--- src/mfsc_defs.svh ---
// Constants for the modem format and sync configuration block
`ifndef MFSC_DEFS_SVH
`define MFSC_DEFS_SVH

// ----------------------------------------
// Register map
// ----------------------------------------
`define MFSC_ADDR_W 6
`define MFSC_CFG_ADDR 6'h12
`define MFSC_CFG_RESET 8'h02

// ----------------------------------------
// Field positions
// ----------------------------------------
`define MFSC_DC_BYPASS_BIT 7
`define MFSC_MOD_HI 6
`define MFSC_MOD_LO 4
`define MFSC_MANCH_BIT 3
`define MFSC_SYNC_HI 2
`define MFSC_SYNC_LO 0
`define MFSC_SYNC_CS_BIT 2

// ----------------------------------------
// Sync qualifier sub-codes (low two bits) and their mismatch limits
// ----------------------------------------
`define MFSC_SQ_NONE 2'h0
`define MFSC_SQ_15OF16 2'h1
`define MFSC_SQ_16OF16 2'h2
`define MFSC_SQ_30OF32 2'h3
`define MFSC_MISS_15OF16 5'h01
`define MFSC_MISS_16OF16 5'h00
`define MFSC_MISS_30OF32 6'h02

// ----------------------------------------
// Datapath figures
// ----------------------------------------
`define MFSC_DC_SHIFT 4
`define MFSC_SYNC_LEN 6'h10
`define MFSC_SYNC_LEN2 6'h20
`define MFSC_TXSW_NONE 2'h0
`define MFSC_TXSW_ONE 2'h1
`define MFSC_TXSW_TWO 2'h2

`endif

--- src/mfsc_pkg.sv ---
// Types for the modem format and sync configuration block
package mfsc_pkg;

  typedef enum logic [2:0] {
    MFSC_MOD_2FSK = 3'b000,
    MFSC_MOD_GFSK = 3'b001,
    MFSC_MOD_ASK = 3'b011,
    MFSC_MOD_4FSK = 3'b100,
    MFSC_MOD_MSK = 3'b111
  } mfsc_mod_e;

  typedef enum logic [1:0] {
    MFSC_RX_IDLE = 2'b00,
    MFSC_RX_SEARCH = 2'b01,
    MFSC_RX_LOCKED = 2'b10
  } mfsc_rx_state_e;

endpackage

--- src/mfsc_sync_match.sv ---
// Sync word correlator: counts bit mismatches over the last 16 and 32 bits
`timescale 1ns/100ps
`include "mfsc_defs.svh"

module mfsc_sync_match #(
  parameter int WORD_W = 16
) (
  input wire logic clk_i,
  input wire logic reset_i,
  input wire logic clear_i,
  input wire logic bit_i,
  input wire logic bit_valid_i,
  input wire logic [WORD_W-1:0] sync_word_i,
  output logic [5:0] miss16_o,
  output logic [6:0] miss32_o,
  output logic full16_o,
  output logic full32_o
);
  import mfsc_pkg::*;

  logic [2*WORD_W-1:0] hist;
  logic [2*WORD_W-1:0] diff;
  logic [5:0] fill;
  logic [5:0] next_miss16;
  logic [6:0] next_miss32;

  // ----------------------------------------
  // Bit history, newest bit in bit 0
  // ----------------------------------------
  always_ff @(posedge clk_i or posedge reset_i) begin
    if (reset_i) begin
      hist <= '0;
    end else if (bit_valid_i) begin
      hist <= {hist[2*WORD_W-2:0], bit_i};
    end
  end

  // Fill count keeps a half-filled history from matching noise
  always_ff @(posedge clk_i or posedge reset_i) begin
    if (reset_i) begin
      fill <= '0;
    end else if (clear_i) begin
      fill <= '0;
    end else if (bit_valid_i && fill != `MFSC_SYNC_LEN2) begin
      fill <= fill + 6'h01;
    end
  end

  // ----------------------------------------
  // Per-bit comparison against the doubled word
  // ----------------------------------------
  genvar g;
  generate
    for (g = 0; g < 2 * WORD_W; g++) begin : g_cmp
      assign diff[g] = hist[g] ^ sync_word_i[g % WORD_W];
    end
  endgenerate

  always_comb begin
    next_miss16 = '0;
    next_miss32 = '0;
    for (int i = 0; i < 2 * WORD_W; i++) begin
      if (i < WORD_W) begin
        next_miss16 = next_miss16 + {5'h00, diff[i]};
      end
      next_miss32 = next_miss32 + {6'h00, diff[i]};
    end
  end

  always_ff @(posedge clk_i or posedge reset_i) begin
    if (reset_i) begin
      miss16_o <= '0;
      miss32_o <= '0;
      full16_o <= 1'b0;
      full32_o <= 1'b0;
    end else begin
      miss16_o <= next_miss16;
      miss32_o <= next_miss32;
      full16_o <= fill >= `MFSC_SYNC_LEN;
      full32_o <= fill == `MFSC_SYNC_LEN2;
    end
  end

endmodule

--- src/mfsc_top.sv ---
// Modem format and sync qualifier register with the logic it steers
`timescale 1ns/100ps
`include "mfsc_defs.svh"

module mfsc_top #(
  parameter int SAMPLE_W = 12,
  parameter int SYNC_W = 16
) (
  input wire logic clk_i,
  input wire logic reset_i,
  input wire logic [`MFSC_ADDR_W-1:0] reg_addr_i,
  input wire logic reg_wr_i,
  input wire logic reg_rd_i,
  input wire logic [7:0] reg_wdata_i,
  output logic [7:0] reg_rdata_o,
  output logic dc_block_bypass_o,
  output mfsc_pkg::mfsc_mod_e modulation_select_o,
  output logic mod_code_valid_o,
  output logic manchester_en_o,
  input wire logic signed [SAMPLE_W-1:0] rx_sample_i,
  input wire logic rx_sample_valid_i,
  output logic signed [SAMPLE_W-1:0] demod_sample_o,
  output logic demod_sample_valid_o,
  input wire logic tx_bit_i,
  input wire logic tx_chip_strobe_i,
  output logic tx_bit_ready_o,
  output logic tx_chip_o,
  output logic tx_preamble_en_o,
  output logic [1:0] tx_sync_words_o,
  input wire logic rx_chip_i,
  input wire logic rx_chip_valid_i,
  output logic rx_bit_o,
  output logic rx_bit_valid_o,
  output logic rx_manchester_err_o,
  input wire logic [SYNC_W-1:0] sync_word_i,
  input wire logic carrier_sense_i,
  input wire logic rx_enable_i,
  output logic rx_sync_found_o,
  output logic rx_locked_o
);
  import mfsc_pkg::*;

  logic [7:0] cfg;
  logic [2:0] mod_raw;
  logic [1:0] sq_sub;
  logic sq_need_cs;
  logic signed [SAMPLE_W+`MFSC_DC_SHIFT-1:0] dc_acc;
  logic signed [SAMPLE_W-1:0] dc_avg;
  logic signed [SAMPLE_W:0] dc_diff;
  logic tx_phase;
  logic rx_half;
  logic rx_first_chip;
  logic [5:0] miss16;
  logic [6:0] miss32;
  logic full16;
  logic full32;
  logic word_hit;
  logic cs_ok;
  mfsc_rx_state_e rx_state;
  mfsc_rx_state_e next_rx_state;

  // ----------------------------------------
  // Configuration register
  // ----------------------------------------
  always_ff @(posedge clk_i or posedge reset_i) begin
    if (reset_i) begin
      cfg <= `MFSC_CFG_RESET;
    end else if (reg_wr_i && reg_addr_i == `MFSC_CFG_ADDR) begin
      cfg <= reg_wdata_i;
    end
  end

  // Unmapped addresses read as zero
  always_ff @(posedge clk_i or posedge reset_i) begin
    if (reset_i) begin
      reg_rdata_o <= '0;
    end else if (reg_rd_i) begin
      reg_rdata_o <= (reg_addr_i == `MFSC_CFG_ADDR) ? cfg : 8'h00;
    end
  end

  assign mod_raw = cfg[`MFSC_MOD_HI:`MFSC_MOD_LO];
  assign sq_sub = cfg[`MFSC_SYNC_LO+1:`MFSC_SYNC_LO];
  assign sq_need_cs = cfg[`MFSC_SYNC_CS_BIT];
  assign dc_block_bypass_o = cfg[`MFSC_DC_BYPASS_BIT];
  assign manchester_en_o = cfg[`MFSC_MANCH_BIT];
  // Unassigned codes pass through unchanged; the flag lets the datapath know
  assign modulation_select_o = mfsc_mod_e'(mod_raw);
  assign mod_code_valid_o = (mod_raw == MFSC_MOD_2FSK) || (mod_raw == MFSC_MOD_GFSK) ||
    (mod_raw == MFSC_MOD_ASK) || (mod_raw == MFSC_MOD_4FSK) ||
    (mod_raw == MFSC_MOD_MSK);

  // ----------------------------------------
  // DC blocking filter
  // ----------------------------------------
  // A leaky average; the shift trades settling time against ripple
  assign dc_avg = SAMPLE_W'(dc_acc >>> `MFSC_DC_SHIFT);
  assign dc_diff = (SAMPLE_W + 1)'(rx_sample_i) - (SAMPLE_W + 1)'(dc_avg);

  always_ff @(posedge clk_i or posedge reset_i) begin
    if (reset_i) begin
      dc_acc <= '0;
    end else if (rx_sample_valid_i) begin
      dc_acc <= dc_acc + (SAMPLE_W + `MFSC_DC_SHIFT)'(dc_diff);
    end
  end

  always_ff @(posedge clk_i or posedge reset_i) begin
    if (reset_i) begin
      demod_sample_o <= '0;
      demod_sample_valid_o <= 1'b0;
    end else begin
      demod_sample_valid_o <= rx_sample_valid_i;
      if (rx_sample_valid_i) begin
        demod_sample_o <= dc_block_bypass_o ? rx_sample_i : SAMPLE_W'(dc_diff);
      end
    end
  end

  // ----------------------------------------
  // Manchester encoder
  // ----------------------------------------
  // A one is sent as chips 1,0 and a zero as 0,1
  assign tx_bit_ready_o = !manchester_en_o || tx_phase;

  always_ff @(posedge clk_i or posedge reset_i) begin
    if (reset_i) begin
      tx_phase <= 1'b0;
      tx_chip_o <= 1'b0;
    end else if (tx_chip_strobe_i) begin
      if (manchester_en_o) begin
        tx_chip_o <= tx_phase ? ~tx_bit_i : tx_bit_i;
        tx_phase <= ~tx_phase;
      end else begin
        tx_chip_o <= tx_bit_i;
        tx_phase <= 1'b0;
      end
    end
  end

  // ----------------------------------------
  // Manchester decoder
  // ----------------------------------------
  always_ff @(posedge clk_i or posedge reset_i) begin
    if (reset_i) begin
      rx_half <= 1'b0;
      rx_first_chip <= 1'b0;
      rx_bit_o <= 1'b0;
      rx_bit_valid_o <= 1'b0;
      rx_manchester_err_o <= 1'b0;
    end else begin
      rx_bit_valid_o <= 1'b0;
      rx_manchester_err_o <= 1'b0;
      if (rx_chip_valid_i) begin
        if (!manchester_en_o) begin
          rx_bit_o <= rx_chip_i;
          rx_bit_valid_o <= 1'b1;
          rx_half <= 1'b0;
        end else if (!rx_half) begin
          rx_first_chip <= rx_chip_i;
          rx_half <= 1'b1;
        end else begin
          rx_bit_o <= rx_first_chip;
          rx_bit_valid_o <= 1'b1;
          rx_manchester_err_o <= rx_first_chip == rx_chip_i;
          rx_half <= 1'b0;
        end
      end
    end
  end

  // ----------------------------------------
  // Transmit preamble and sync framing
  // ----------------------------------------
  always_comb begin
    case (sq_sub)
      `MFSC_SQ_NONE: tx_sync_words_o = `MFSC_TXSW_NONE;
      `MFSC_SQ_30OF32: tx_sync_words_o = `MFSC_TXSW_TWO;
      default: tx_sync_words_o = `MFSC_TXSW_ONE;
    endcase
  end
  assign tx_preamble_en_o = sq_sub != `MFSC_SQ_NONE;

  // ----------------------------------------
  // Receive sync search
  // ----------------------------------------
  mfsc_sync_match #(
    .WORD_W(SYNC_W)
  ) u_match (
    .clk_i(clk_i),
    .reset_i(reset_i),
    .clear_i(rx_state != MFSC_RX_SEARCH),
    .bit_i(rx_bit_o),
    .bit_valid_i(rx_bit_valid_o),
    .sync_word_i(sync_word_i),
    .miss16_o(miss16),
    .miss32_o(miss32),
    .full16_o(full16),
    .full32_o(full32)
  );

  always_comb begin
    case (sq_sub)
      `MFSC_SQ_15OF16: word_hit = full16 && miss16 <= {1'b0, `MFSC_MISS_15OF16};
      `MFSC_SQ_16OF16: word_hit = full16 && miss16 == {1'b0, `MFSC_MISS_16OF16};
      `MFSC_SQ_30OF32: word_hit = full32 && miss32 <= {1'b0, `MFSC_MISS_30OF32};
      default: word_hit = 1'b1;
    endcase
  end
  assign cs_ok = !sq_need_cs || carrier_sense_i;

  always_comb begin
    next_rx_state = rx_state;
    case (rx_state)
      MFSC_RX_IDLE: begin
        if (rx_enable_i) begin
          next_rx_state = MFSC_RX_SEARCH;
        end
      end
      MFSC_RX_SEARCH: begin
        if (!rx_enable_i) begin
          next_rx_state = MFSC_RX_IDLE;
        end else if (word_hit && cs_ok) begin
          next_rx_state = MFSC_RX_LOCKED;
        end
      end
      MFSC_RX_LOCKED: begin
        if (!rx_enable_i) begin
          next_rx_state = MFSC_RX_IDLE;
        end
      end
      default: next_rx_state = MFSC_RX_IDLE;
    endcase
  end

  always_ff @(posedge clk_i or posedge reset_i) begin
    if (reset_i) begin
      rx_state <= MFSC_RX_IDLE;
      rx_sync_found_o <= 1'b0;
    end else begin
      rx_state <= next_rx_state;
      rx_sync_found_o <= rx_state == MFSC_RX_SEARCH && next_rx_state == MFSC_RX_LOCKED;
    end
  end

  assign rx_locked_o = rx_state == MFSC_RX_LOCKED;

endmodule

--- config.mk ---
export PLATFORM = sky130hd
export DESIGN_NAME = mfsc_top
export DESIGN_NICKNAME = d
export VERILOG_FILES = /design/src/mfsc_pkg.sv /design/src/mfsc_sync_match.sv /design/src/mfsc_top.sv
export VERILOG_INCLUDE_DIRS = /design/src
export SDC_FILE = /design/constraint.sdc
export NUM_CORES = 1
export LEC_CHECK = 0
export ABC_AREA = 1
export BUFFER_PORTS_ARGS = -buffer_cell sky130_fd_sc_hd__buf_4
export CAP_MARGIN = 20
export CORE_MARGIN = 5
export CORE_UTILIZATION = 45
export CTS_BUF_LIST = sky130_fd_sc_hd__clkbuf_16
export CTS_CLUSTER_DIAMETER = 50
export DETAILED_ROUTE_END_ITERATION = 8
export GPL_ROUTABILITY_DRIVEN = 0
export PLACE_DENSITY = 0.71
export SKIP_LAST_GASP = 1
export SLEW_MARGIN = 10
export SYNTH_ARGS = -nofsm -noshare
export SYNTH_HDL_FRONTEND = slang
export SYNTH_SLANG_ARGS = --single-unit
export TNS_END_PERCENT = 100
--- constraint.sdc ---
create_clock -name clk_i -period 6.9 [get_ports clk_i]
set_clock_uncertainty 0.15 [all_clocks]
set_input_delay 0.345 -clock clk_i [delete_from_list [all_inputs] [get_ports clk_i]]
set_output_delay 0.345 -clock clk_i [all_outputs]
set_load 0.005 [all_outputs]
==> run_results.csv <==
group,metric,value,unit
sta,max_slew_margin,35.4,%
routing,drc,0,
synthesis,yosys.area_share.simple,19.1,%
cts,cts_made_buffers,9,
die,io_pins,90,
grt,antenna_found_initial,0,
grt,grt_first_pass_wirelength,25300,um
worst_setup_path,worstPathCellList,"xor2_1 -> ha_1 -> inv_1 -> fa_1 -> or2_2 -> nand2_1 -> inv_1 -> ha_1 -> inv_1 -> fa_1 -> inv_1 -> fa_1 -> fa_1 -> fa_1 -> inv_1 -> fa_1 -> fa_1 -> o21ai_0 -> xor2_1",
routing,dr_total_vias,5367,
grt,grt_pass1_vias,5255,
worst_setup_path,rr_worst_depth,19,
worst_setup_path,crit_slowest_cell,"fa_1",
routing,drt_first_pass_iters,4,
cells_and_area,nFillCells,1394,
cts,clk_pin_slew,70,ps
synthesis,yosysUniqueCellTypes,44,
worst_setup_path,crit_path_frequent_cell,"fa_1",
die,rows,45,
cts,cts.path.max_buffers,2,
die,fp.dieArea,18100,um2
synthesis,syn_area,7000,um2
synthesis,synthAdderAreaFrac,17.4,%
sta,final-hold-violation-count,0,
synthesis,synth-seq-cells,106,
run,max-cap-violations,0,
cells_and_area,area_delta_synth_final,15.9,%
synthesis,synth-xor-area-share,6.51,%
synthesis,synthArstFlopShare,100,%
worst_setup_path,cp-end-kind,"flop",
sta,drv_slew,0,
synthesis,yosysWarnings,0,
sta,fin_crit_sh,81.1,%
sta,rsz0062_at_grt,"no",
hold_path,hold_path.class,"input pin to flop",
placement,port_buffers,89,
routing,vias_per_cell,4.87,
die,die_w,135,um
cells_and_area,nets,1041,
sta,finalSetupTns,0,ps
routing,drtIter0Drc,346,
cts,cts_resized,0,
grt,grt-ovfl-total,0,
worst_setup_path,critPathMaxFanout,4,
synthesis,synthMuxAreaShare,0.644,%
synthesis,synth_edf_count,0,
die,die_h,135,um
worst_setup_path,startpoint_type,"flop",
die,initial_core_util,46.0,%
sta,fin_crit,5590,ps
hold_path,min_path_cells,2,
synthesis,synth_top_family_by_area,"simple AND/OR/NAND/NOR gates",
die,coreArea,15200,um2
sta,clock.fmax,0.179,GHz
grt,grt_max_degree,77,
worst_setup_path,worstPathRequired,7030,ps
cts,holdBufCountCts,1,
cts,root_buffer,"clkbuf_16",
sta,setup_viol,0,
sta,worst_slew_pin_slew,969,ps
synthesis,syn_area_per_cell,8.47,um2
synthesis,synth_compound_area_share,10.1,%
cts,ctsHtreeMaxLevel,3,
routing,totalWireLength,15200,um
placement,dp_hpwl,11900,um
worst_setup_path,crit_type,"flop to flop",
status,outcome,"finished, final reports clean",
worst_setup_path,slowest_delay,530,ps
routing,wire_per_inst,13.8,um
worst_setup_path,critPathArrivalTime,5720,ps
synthesis,yosysSeqAreaShare,37.9,%
synthesis,netlist_instances,826,
cells_and_area,antenna_cells,0,
cells_and_area,layout-drive-gt1-share,14.8,%
cts,clk_latency,350,ps
synthesis,synth_fp_nets,957,
grt,grt.total_usage,17.4,%
cts,cts_sinks,106,
routing,ant_nets,0,
synthesis,synth_ff_type,"dfrtp_1",
cts,cts_tree,"done",
cts,cts_setup_buffers,0,
[critical path: cells and delay by family (launching register included)]
kind / cells / cell delay [ps]
XOR/XNOR: 2 / 300
adder cells (fa/ha/maj): 9 / 3830
flip-flops: 1 / 400
AND/OR/NAND/NOR: 2 / 390
AO/OA/AOI/OAI: 1 / 210
buffers and inverters: 5 / 240
[synthesized netlist by cell type, types with 2 or more instances]
cell type  instances  share of area [%]
nand2_1          181                9.7
inv_1            123                6.6
dfrtp_1          105                 38
nor2_1            65                3.5
a21oi_1           49                3.5
ha_1              46                8.2
o21ai_0           46                3.3
nand3_1           36                2.6
fa_1              32                9.2
xnor2_1           26                3.3
xor2_1            26                3.3
nand2_2            7               0.63
nand4_1            7               0.63
nand3_2            6               0.86
a21o_1             5               0.54
buf_2              5               0.36
clkbuf_1           5               0.27
o31ai_1            5               0.54
a21oi_2            4               0.50
buf_1              4               0.21
mux2_2             4               0.64
nor3_1             4               0.29
o21ai_1            4               0.29
a31oi_1            3               0.27
buf_4              3               0.32
o21bai_1           3               0.32
clkinv_1           2               0.11
o22ai_1            2               0.18
or2_1              2               0.18
or2_2              2               0.18
[logic make-up (layout without fill, tap and decap cells)]
group | count (synthesis) | count (layout)
compound gates | 126 | 126
xor+xnor | 52 | 52
fa+ha+maj | 78 | 78
buf+inv | 145 | 234
flops | 106 | 106
mux | 4 | 4
simple gates | 315 | 315
[per-layer routing]
layer,track usage (%),share of wire [%],vias up
li1,-,-,2786
met1,22.3,45,2491
met2,29.7,49,71
met3,4.17,3.5,19
met4,4.41,1.5,0
met5,0,0,-
[cell type report]
class                      instances  area, um2  area share (%)
inverter                         126        475            5.86
clock buffer                       9        225            2.78
clock inverter                     7       43.8           0.540
multi-input combinational        575       3760            46.4
timing repair buffer              92        713            8.79
sequential                       106       2660            32.7
tap                              188        235            2.90
[placed cells by master (no fill, tap or decap), types with 2 or more instances in the layout]
master | synthesis | routed
inv_1 | 123 | 122
dfrtp_1 | 105 | 104
nand3_2 | 6 | 6
nand4_1 | 7 | 7
clkinv_1 | 2 | 5
nor2_1 | 65 | 65
nor3_1 | 4 | 4
o21ai_0 | 46 | 46
xor2_1 | 26 | 26
ha_1 | 46 | 46
o22ai_1 | 2 | 2
clkinvlp_4 | 0 | 2
nand2_2 | 7 | 7
o21ai_1 | 4 | 4
mux2_2 | 4 | 4
buf_4 | 3 | 90
a31oi_1 | 3 | 3
a21oi_2 | 4 | 4
nand3_1 | 36 | 36
clkbuf_16 | 0 | 9
fa_1 | 32 | 32
o21bai_1 | 3 | 3
or2_1 | 2 | 2
nand2_1 | 181 | 181
xnor2_1 | 26 | 26
or2_2 | 2 | 2
a21oi_1 | 49 | 49
o31ai_1 | 5 | 5
a21o_1 | 5 | 5
[metrics by stage]
step	hold WS (ps)	utilization [%]	cells	setup slack [ps]	instance area (um2)
final	59.0	53.4	1103	1310	8110
after global routing	57.4	53.4	1103	1060	8110
after CTS	43.4	53.2	1102	1280	8090
after detailed placement	228	51.3	1085	1190	7810
after global placement	227	51.3	1085	1260	7810
after floorplan	226	-	826	1440	7000
[flip-flops by register name, indices dropped and copies added (netlist names), 2 cells and up]
signal	count
cfg	8
u_match.miss16_o	5
u_match.miss32_o	6
dc_acc	16
u_match.fill	6
rx_state	2
demod_sample_o	12
u_match.hist	32
reg_rdata_o	8
[path summary, 6_finish.rpt]
check	from	endpoint	slack, ps
setup / recovery	u_match.hist[1]$_DFFE_PP0P_	u_match.miss32_o[4]$_DFF_PP0_	1310
hold / removal	rx_chip_valid_i	rx_half$_DFFE_PP0P_	60
setup reg to reg	u_match.hist[1]$_DFFE_PP0P_	u_match.miss32_o[4]$_DFF_PP0_	1310
hold reg to reg	dc_acc[15]$_DFFE_PP0P_	dc_acc[15]$_DFFE_PP0P_	320
max in group asynchronous	reset_i	cfg[1]$_DFFE_PP1P_	5170
min in group asynchronous	reset_i	demod_sample_o[10]$_DFFE_PP0P_	390
Power is left out: the tool's default activity adds up to more than one toggle a clock period on the data nets, which glitch-free logic cannot reach.
